**src/pkg/tcc_pkg.sv**
```systemverilog
// constants for the timer channel input capture configuration block
package tcc_pkg;
  // register byte offsets
  localparam logic [3:0] ADR_MODE = 4'h0;
  localparam logic [3:0] ADR_ENA  = 4'h4;
  localparam logic [3:0] ADR_CAPT = 4'h8;
  localparam logic [3:0] ADR_STAT = 4'hC;
  // field positions in the mode register
  localparam int FLT_LSB = 4;
  localparam int DIV_LSB = 2;
  localparam int DIR_LSB = 0;
  // field positions in the enable/polarity register
  localparam int ENA_BIT  = 0;
  localparam int POL_BIT  = 1;
  localparam int NPOL_BIT = 3;
  // reset values
  localparam logic [3:0]  FLT_RST  = 4'h0;
  localparam logic [1:0]  DIV_RST  = 2'h0;
  localparam logic [1:0]  DIR_RST  = 2'h0;
  localparam logic        ENA_RST  = 1'h0;
  localparam logic        POL_RST  = 1'h0;
  localparam logic        NPOL_RST = 1'h0;
  localparam logic [15:0] CAPT_RST = 16'h0000;
  // direction codes
  localparam logic [1:0] DIR_OUT = 2'h0;
  localparam logic [1:0] DIR_IN  = 2'h1;
  // filter code table: log2 of sampling divider and samples needed
  localparam logic [2:0] FLT_DIVLOG [16] = '{3'h0, 3'h0, 3'h0, 3'h0, 3'h1, 3'h1, 3'h2, 3'h2,
                                            3'h3, 3'h3, 3'h4, 3'h4, 3'h4, 3'h5, 3'h5, 3'h5};
  localparam logic [3:0] FLT_LEN [16] = '{4'h1, 4'h2, 4'h4, 4'h8, 4'h6, 4'h8, 4'h6, 4'h8,
                                         4'h6, 4'h8, 4'h5, 4'h6, 4'h8, 4'h5, 4'h6, 4'h8};
  // bus answers one cycle after the request is seen
  localparam int ACK_LAT_CYC = 1;
endpackage

```
**src/tcc_top.sv**
```systemverilog
// timer channel input filter, capture prescaler, direction and polarity control
`timescale 1ns/1ps
module tcc_top (
  input  wire logic        clk_i,
  input  wire logic        rst_i,
  input  wire logic        cyc_i,
  input  wire logic        stb_i,
  input  wire logic        we_i,
  input  wire logic [3:0]  adr_i,
  input  wire logic [3:0]  sel_i,
  input  wire logic [31:0] dat_i,
  output logic      [31:0] dat_o,
  output logic             ack_o,
  input  wire logic        channel_input_signal_i,
  input  wire logic [15:0] counter_value_i,
  input  wire logic        compare_ref_i,
  output logic             channel_output_signal_o,
  output logic             channel_output_enable_o,
  output logic             capture_strobe_o
);

  logic        ack_ff, nxt_ack;
  logic [31:0] rdat_ff, nxt_rdat;
  logic [3:0]  flt_ff, nxt_flt;
  logic [1:0]  div_ff, nxt_div;
  logic [1:0]  dir_ff, nxt_dir;
  logic        ena_ff, nxt_ena;
  logic        pol_ff, nxt_pol;
  logic        npol_ff, nxt_npol;
  logic [4:0]  smp_cnt_ff, nxt_smp_cnt;
  logic [2:0]  flt_cnt_ff, nxt_flt_cnt;
  logic        filt_ff, nxt_filt;
  logic        prev_ff, nxt_prev;
  logic [2:0]  psc_ff, nxt_psc;
  logic [15:0] capt_ff, nxt_capt;
  logic        cstb_ff, nxt_cstb;
  logic        out_ff, nxt_out;
  logic        oe_ff, nxt_oe;
  logic        req;
  logic        tick;
  logic        rise;
  logic        fall;
  logic        edge_evt;
  logic        active;
  logic        capt_evt;
  logic [4:0]  smp_mask;
  logic [2:0]  psc_mask;
  logic [2:0]  flt_last;
  logic [31:0] mode_rd;
  logic [31:0] ena_rd;
  logic [31:0] stat_rd;

  assign req      = cyc_i && stb_i && !ack_ff;
  assign mode_rd  = {24'h000000, flt_ff, div_ff, dir_ff};
  assign ena_rd   = {28'h0000000, npol_ff, 1'b0, pol_ff, ena_ff};
  assign stat_rd  = {28'h0000000, psc_ff, filt_ff};

  // bus slave: register writes, read mux and single-cycle acknowledge
  always_comb begin
    nxt_ack  = req;
    nxt_rdat = rdat_ff;
    nxt_flt  = flt_ff;
    nxt_div  = div_ff;
    nxt_dir  = dir_ff;
    nxt_ena  = ena_ff;
    nxt_pol  = pol_ff;
    nxt_npol = npol_ff;
    if (req && !we_i) begin
      case (adr_i)
        tcc_pkg::ADR_MODE: nxt_rdat = mode_rd;
        tcc_pkg::ADR_ENA:  nxt_rdat = ena_rd;
        tcc_pkg::ADR_CAPT: nxt_rdat = {16'h0000, capt_ff};
        tcc_pkg::ADR_STAT: nxt_rdat = stat_rd;
        default:           nxt_rdat = 32'h00000000; // unmapped reads zero
      endcase
    end
    if (req && we_i && sel_i[0]) begin
      case (adr_i)
        tcc_pkg::ADR_MODE: begin
          nxt_flt = dat_i[tcc_pkg::FLT_LSB +: 4];
          nxt_div = dat_i[tcc_pkg::DIV_LSB +: 2];
          if (!ena_ff) begin
            nxt_dir = dat_i[tcc_pkg::DIR_LSB +: 2];
          end
        end
        tcc_pkg::ADR_ENA: begin
          nxt_ena  = dat_i[tcc_pkg::ENA_BIT];
          nxt_pol  = dat_i[tcc_pkg::POL_BIT];
          nxt_npol = dat_i[tcc_pkg::NPOL_BIT];
        end
        default: begin
        end
      endcase
    end
  end

  // bus and configuration registers
  always_ff @(posedge clk_i) begin
    if (rst_i) begin
      ack_ff  <= 1'b0;
      rdat_ff <= 32'h00000000;
      flt_ff  <= tcc_pkg::FLT_RST;
      div_ff  <= tcc_pkg::DIV_RST;
      dir_ff  <= tcc_pkg::DIR_RST;
      ena_ff  <= tcc_pkg::ENA_RST;
      pol_ff  <= tcc_pkg::POL_RST;
      npol_ff <= tcc_pkg::NPOL_RST;
    end else begin
      ack_ff  <= nxt_ack;
      rdat_ff <= nxt_rdat;
      flt_ff  <= nxt_flt;
      div_ff  <= nxt_div;
      dir_ff  <= nxt_dir;
      ena_ff  <= nxt_ena;
      pol_ff  <= nxt_pol;
      npol_ff <= nxt_npol;
    end
  end

  assign ack_o = ack_ff;
  assign dat_o = rdat_ff;

  // sampling divider and event-counter filter
  assign smp_mask = 5'((6'h01 << tcc_pkg::FLT_DIVLOG[flt_ff]) - 6'h01);
  assign tick     = (smp_cnt_ff & smp_mask) == 5'h00;
  assign flt_last = 3'(tcc_pkg::FLT_LEN[flt_ff] - 4'h1);

  always_comb begin
    nxt_smp_cnt = 5'(smp_cnt_ff + 5'h01);
    nxt_flt_cnt = flt_cnt_ff;
    nxt_filt    = filt_ff;
    if (tick) begin
      if (channel_input_signal_i == filt_ff) begin
        nxt_flt_cnt = 3'h0; // disagreement streak broken
      end else if (flt_cnt_ff >= flt_last) begin // a streak longer than a new code also ends
        nxt_filt    = channel_input_signal_i;
        nxt_flt_cnt = 3'h0;
      end else begin
        nxt_flt_cnt = 3'(flt_cnt_ff + 3'h1);
      end
    end
  end

  always_ff @(posedge clk_i) begin
    if (rst_i) begin
      smp_cnt_ff <= 5'h00;
      flt_cnt_ff <= 3'h0;
      filt_ff    <= 1'b0;
    end else begin
      smp_cnt_ff <= nxt_smp_cnt;
      flt_cnt_ff <= nxt_flt_cnt;
      filt_ff    <= nxt_filt;
    end
  end

  // polarity-selected edge detect, prescaler, capture latch, output stage
  assign rise     = filt_ff && !prev_ff;
  assign fall     = !filt_ff && prev_ff;
  assign active   = ena_ff && (dir_ff == tcc_pkg::DIR_IN);
  assign psc_mask = 3'((4'h1 << div_ff) - 4'h1);

  always_comb begin
    case ({pol_ff, npol_ff})
      2'h0:    edge_evt = rise;
      2'h2:    edge_evt = fall;
      2'h3:    edge_evt = rise || fall;
      default: edge_evt = 1'b0; // reserved pair never triggers
    endcase
  end

  // a count above a newly lowered divider still closes the group
  assign capt_evt = active && edge_evt && (psc_ff >= psc_mask);

  always_comb begin
    nxt_prev = filt_ff;
    nxt_psc  = psc_ff;
    nxt_capt = capt_ff;
    nxt_cstb = capt_evt;
    if (!ena_ff) begin
      nxt_psc = 3'h0;
    end else if (active && edge_evt) begin
      nxt_psc = capt_evt ? 3'h0 : 3'(psc_ff + 3'h1);
    end
    if (capt_evt) begin
      nxt_capt = counter_value_i;
    end
    // output stage ignores the complement bit
    nxt_oe  = ena_ff && (dir_ff == tcc_pkg::DIR_OUT);
    nxt_out = nxt_oe ? (compare_ref_i ^ pol_ff) : 1'b0;
  end

  always_ff @(posedge clk_i) begin
    if (rst_i) begin
      prev_ff <= 1'b0;
      psc_ff  <= 3'h0;
      capt_ff <= tcc_pkg::CAPT_RST;
      cstb_ff <= 1'b0;
      out_ff  <= 1'b0;
      oe_ff   <= 1'b0;
    end else begin
      prev_ff <= nxt_prev;
      psc_ff  <= nxt_psc;
      capt_ff <= nxt_capt;
      cstb_ff <= nxt_cstb;
      out_ff  <= nxt_out;
      oe_ff   <= nxt_oe;
    end
  end

  assign capture_strobe_o        = cstb_ff;
  assign channel_output_signal_o = out_ff;
  assign channel_output_enable_o = oe_ff;
endmodule

```
**config.mk**
```make
export PLATFORM = sky130hd
export DESIGN_NAME = tcc_top
export DESIGN_NICKNAME = d
export VERILOG_FILES = /design/src/pkg/tcc_pkg.sv /design/src/tcc_top.sv
export SDC_FILE = /design/constraint.sdc
export NUM_CORES = 1
export LEC_CHECK = 0
export BUFFER_PORTS_ARGS = -buffer_cell sky130_fd_sc_hd__buf_2
export CORE_MARGIN = 1.5
export CORE_UTILIZATION = 50
export CTS_CLUSTER_SIZE = 16
export DETAILED_ROUTE_END_ITERATION = 8
export HOLD_SLACK_MARGIN = 0.1
export PLACE_DENSITY = 0.81
export SYNTH_ARGS = -nofsm -noshare
export SYNTH_HDL_FRONTEND = slang
export SYNTH_SLANG_ARGS = --single-unit
```
**constraint.sdc**
```tcl
create_clock -name clk_i -period 6.2 [get_ports clk_i]
set_clock_uncertainty 0.1 [all_clocks]
set_input_delay 0.31 -clock clk_i [delete_from_list [all_inputs] [get_ports clk_i]]
set_output_delay 0.31 -clock clk_i [all_outputs]
set_load 0.03 [all_outputs]
```
==> qor.log <==
INFO  run_status     run_status=complete, no violations
INFO  logic_synthesis synth_seq_cells=60
INFO  sta            fmax=336MHz
INFO  logic_synthesis netlist_instances=325
INFO  finish         final_cell_area=3480um2
INFO  placement      placement.io_buffers=55
INFO  sta            final-setup-viol-count=0
INFO  routing        post-route-drc-count=0
INFO  placement      detailed_place.area=3240um2
INFO  global_route   number_of_global_route_vias_before_repair=2,391
INFO  logic_synthesis synth_cell_types=47
INFO  clocking       numCtsBuffers=9
INFO  logic_synthesis synth-async-reset-ratio=0%
INFO  power          static-leakage-power=1.40nW
INFO  global_route   grt_first_pass_wirelength=10.9mm
INFO  global_route   grt_overflow_total=0
INFO  finish         diodes=0
INFO  global_route   grt.total_usage=22.5%
INFO  logic_synthesis synth_area_leaders=sky130_fd_sc_hd__dfxtp_1 40%, sky130_fd_sc_hd__ha_1 6.7%, sky130_fd_sc_hd__mux2i_1 6.3%
INFO  finish         finish.cell_count_without_fillers=459
INFO  finish         proportion_of_layout_cells_with_a_drive_suffix_above_1=22.1%
INFO  clocking       cts_tree=done
INFO  logic_synthesis netlist.area_leader.share=40.1%
INFO  critical_path  timing.critical_path.mode_cell=sky130_fd_sc_hd__ha_1
INFO  routing        routed-via-count=2,499
INFO  global_route   number_of_antenna_violations_at_the_first_check_in_global_routing=0
INFO  clocking       insertion_delay=0.34ns
INFO  clocking       cts_setup_buffers=0
INFO  min_path       min_path_cells=3
INFO  clocking       deepest_clock_path_buffer_count=2
INFO  clocking       clockRootBuffer=sky130_fd_sc_hd__clkbuf_8
INFO  finish         final.fill_count=524
INFO  logic_synthesis post_synth.cell_area_avg=9.23um2
INFO  critical_path  worst_setup_path_start_kind=register
INFO  floorplan      row_count=28
INFO  placement      gpl.final_weighted_congestion=0.865
INFO  sta            rsz0062_at_grt=false
INFO  critical_path  critPathMaxFanout=9
INFO  placement      numPlacedInstances=439
INFO  sta            timing.setup.tns=0ns
INFO  routing        post_drt_wl_per_cell=14.4um
INFO  floorplan      start_util=51.3%
INFO  critical_path  arrival=3.16ns
INFO  critical_path  required_arrival_time_at_the_worst_endpoint=6.39ns
INFO  critical_path  critPathSlowestCell=sky130_fd_sc_hd__dfxtp_1
INFO  critical_path  timing.critical_path.slowest_cell_delay=0.49ns
INFO  power          p_per_cell_area=233nW/um2
INFO  routing        postRouteAntennaNets=0
INFO  finish         nets=458
INFO  logic_synthesis number_of_warnings_reported_in_the_yosys_synthesis_log=0
INFO  logic_synthesis synth_enable_flop_cells=0
INFO  sta            transition_time_at_the_pin_with_the_least_slew_margin=0.997ns
INFO  clocking       cts_htree_levels=3
INFO  clocking       clk_transition_reported_paths=0.08ns
INFO  finish         multiInputGateArea=1610um2
INFO  power          vdd_drop_max=146uV
INFO  global_route   grt_max_degree=58
INFO  power          report.power.total=0.812mW
INFO  flow_run       max_cap_viol_count=0
INFO  critical_path  rr_worst_depth=9
INFO  critical_path  worstPathCellList=inv_1 > ha_1 > mux4_2 > ha_1 > ha_1 > a21oi_1 > o21bai_1 > nor3b_1 > a32o_1
INFO  critical_path  worst_setup_path_end_kind=register
INFO  floorplan      floorplan.die.height=80.5um
INFO  sta            worst_slew_margin_rel=33.5%
INFO  critical_path  timing.critical_path.depth=9
INFO  sta            post-route-min-period=2.97ns
INFO  logic_synthesis ys.flop_type=sky130_fd_sc_hd__dfxtp_1
INFO  finish         storage_cell_area=1200um2
INFO  routing        drt-vias-per-instance=5.44
INFO  routing        routed_wirelength=6.63mm
INFO  critical_path  critical_path.top_delay_family=adder cells
INFO  critical_path  timing.setup.critical_path_class=register to register
INFO  logic_synthesis synth-seq-area-share=40.1%
INFO  logic_synthesis netlist_top_cells_count=60 x sky130_fd_sc_hd__dfxtp_1, 41 x sky130_fd_sc_hd__nor2_1, 23 x sky130_fd_sc_hd__a21oi_1, 20 x sky130_fd_sc_hd__nand3_1, 19 x sky130_fd_sc_hd__mux2i_1
INFO  min_path       min_delay_path_class=primary input to register
INFO  floorplan      fp.dieArea=6470um2
INFO  sta            hold_viol=0
INFO  logic_synthesis synth_area_leader_cell=sky130_fd_sc_hd__dfxtp_1
INFO  routing        dr_pass1_iterations=4
INFO  critical_path  path_buf_inv=1
INFO  floorplan      ios=99
INFO  floorplan      chipWidth=80.5um
INFO  sta            final_min_period_over_clock_period=47.9%
INFO  floorplan      core_region_area=5850um2
INFO  finish         synthToLayoutAreaGrowth=16.2%
INFO  routing        drtIter0Drc=128
INFO  logic_synthesis yosysMostFrequentCell=sky130_fd_sc_hd__dfxtp_1
INFO  placement      hpwlAfterDp=4.61mm
INFO  logic_synthesis synthesis.area=3000um2
INFO  finish         utilization=59.6%
INFO  clocking       cts_num_sinks=60
INFO  sta            final_max_slew_viol_count=0
==> per-layer routing <==
metal / part of all wire (%) / global-route usage (%) / vias up
met4: 1.3 / 12.2 / 0
met3: 5.0 / 5.45 / 6
met1: 42 / 26.2 / 1178
met5: 0 / 0 / -
li1: - / - / 1232
met2: 52 / 37.6 / 83
==> cell families (layout without fill, tap and decap cells) <==
family / count (synthesis) / in the layout / synth area share [%]
compound gates: 70 / 70 / 15.1
flops: 60 / 60 / 40.0
mux: 25 / 25 / 10.5
xor+xnor: 10 / 10 / 2.92
fa+ha+maj: 16 / 16 / 6.67
buf+inv: 45 / 89 / 8.26
other cells: 1 / 16 / 0.125
simple gates: 98 / 98 / 16.4
==> sequential cells by signal, indices dropped and copies added (netlist names), 2 cells and up <==
register,cells
capt_ff,16
dat_o,16
dir_ff,2
div_ff,2
flt_cnt_ff,3
flt_ff,4
psc_ff,3
smp_cnt_ff,5
==> cells in the final DEF, fill, tap and decap left out, drive strengths merged, types with 2 or more instances in the layout <==
cell	count
nor4	3
o211ai	2
a21oi	23
mux2i	19
dfxtp	60
a21o	3
or3	2
a221oi	2
nand3b	3
ha	16
o21ai	19
xor2	3
nor2	41
dlygate4sd3	4
nor2b	2
conb	16
xnor2	7
clkbuf	9
nand2b	5
mux4	5
buf	57
nand2	5
a22oi	12
inv	15
nand3	20
or2	3
nor3	11
clkinv	2
==> final timing paths <==
check,startpoint,to,slack (ns)
max,flt_ff[1]$_SDFFE_PP0P_,flt_cnt_ff[2]$_SDFFE_PP0N_,3.23
min,counter_value_i[3],capt_ff[3]$_SDFFE_PP0P_,0.11
max reg2reg,flt_ff[1]$_SDFFE_PP0P_,flt_cnt_ff[2]$_SDFFE_PP0N_,3.23
min reg2reg,smp_cnt_ff[0]$_SDFF_PP0_,smp_cnt_ff[0]$_SDFF_PP0_,0.37
==> worst register-to-register path: stages (launching register included) <==
cell and delay, ns:
sky130_fd_sc_hd__dfxtp_1 0.49, sky130_fd_sc_hd__inv_1 0.11, sky130_fd_sc_hd__ha_1 0.30, sky130_fd_sc_hd__mux4_2 0.48
sky130_fd_sc_hd__ha_1 0.31, sky130_fd_sc_hd__ha_1 0.28, sky130_fd_sc_hd__a21oi_1 0.28, sky130_fd_sc_hd__o21bai_1 0.17
sky130_fd_sc_hd__nor3b_1 0.21, sky130_fd_sc_hd__a32o_1 0.18
==> power breakdown <==
part	internal, mW	switching (mW)
combinational	0.0178	0.0363
clock	0.192	0.175
sequential	0.388	0.00287
==> layout make-up <==
class                   count  area share, %
clock buffers               9           3.55
clock inverters             7           2.41
inverters                  12           1.29
multi-input cells         235           46.1
flip-flops and latches     60           34.5
well taps                  75           2.69
repair buffers             61           9.48
==> stage by stage <==
step           worst slack, ns  hold WS [ns]
4_1_cts                   3.24         0.100
2_1_floorplan             3.58         0.327
6_report                  3.23         0.114
5_1_grt                   3.02         0.108
3_5_place_dp              3.27         0.351
3_3_place_gp              3.43         0.344
==> repair_timing <==
item                      in CTS  in global routing
hold buffers                   4                  0
gates resized for setup        0                  0
hold endpoints to repair       4                  0
(Power assumes the default switching activity.)
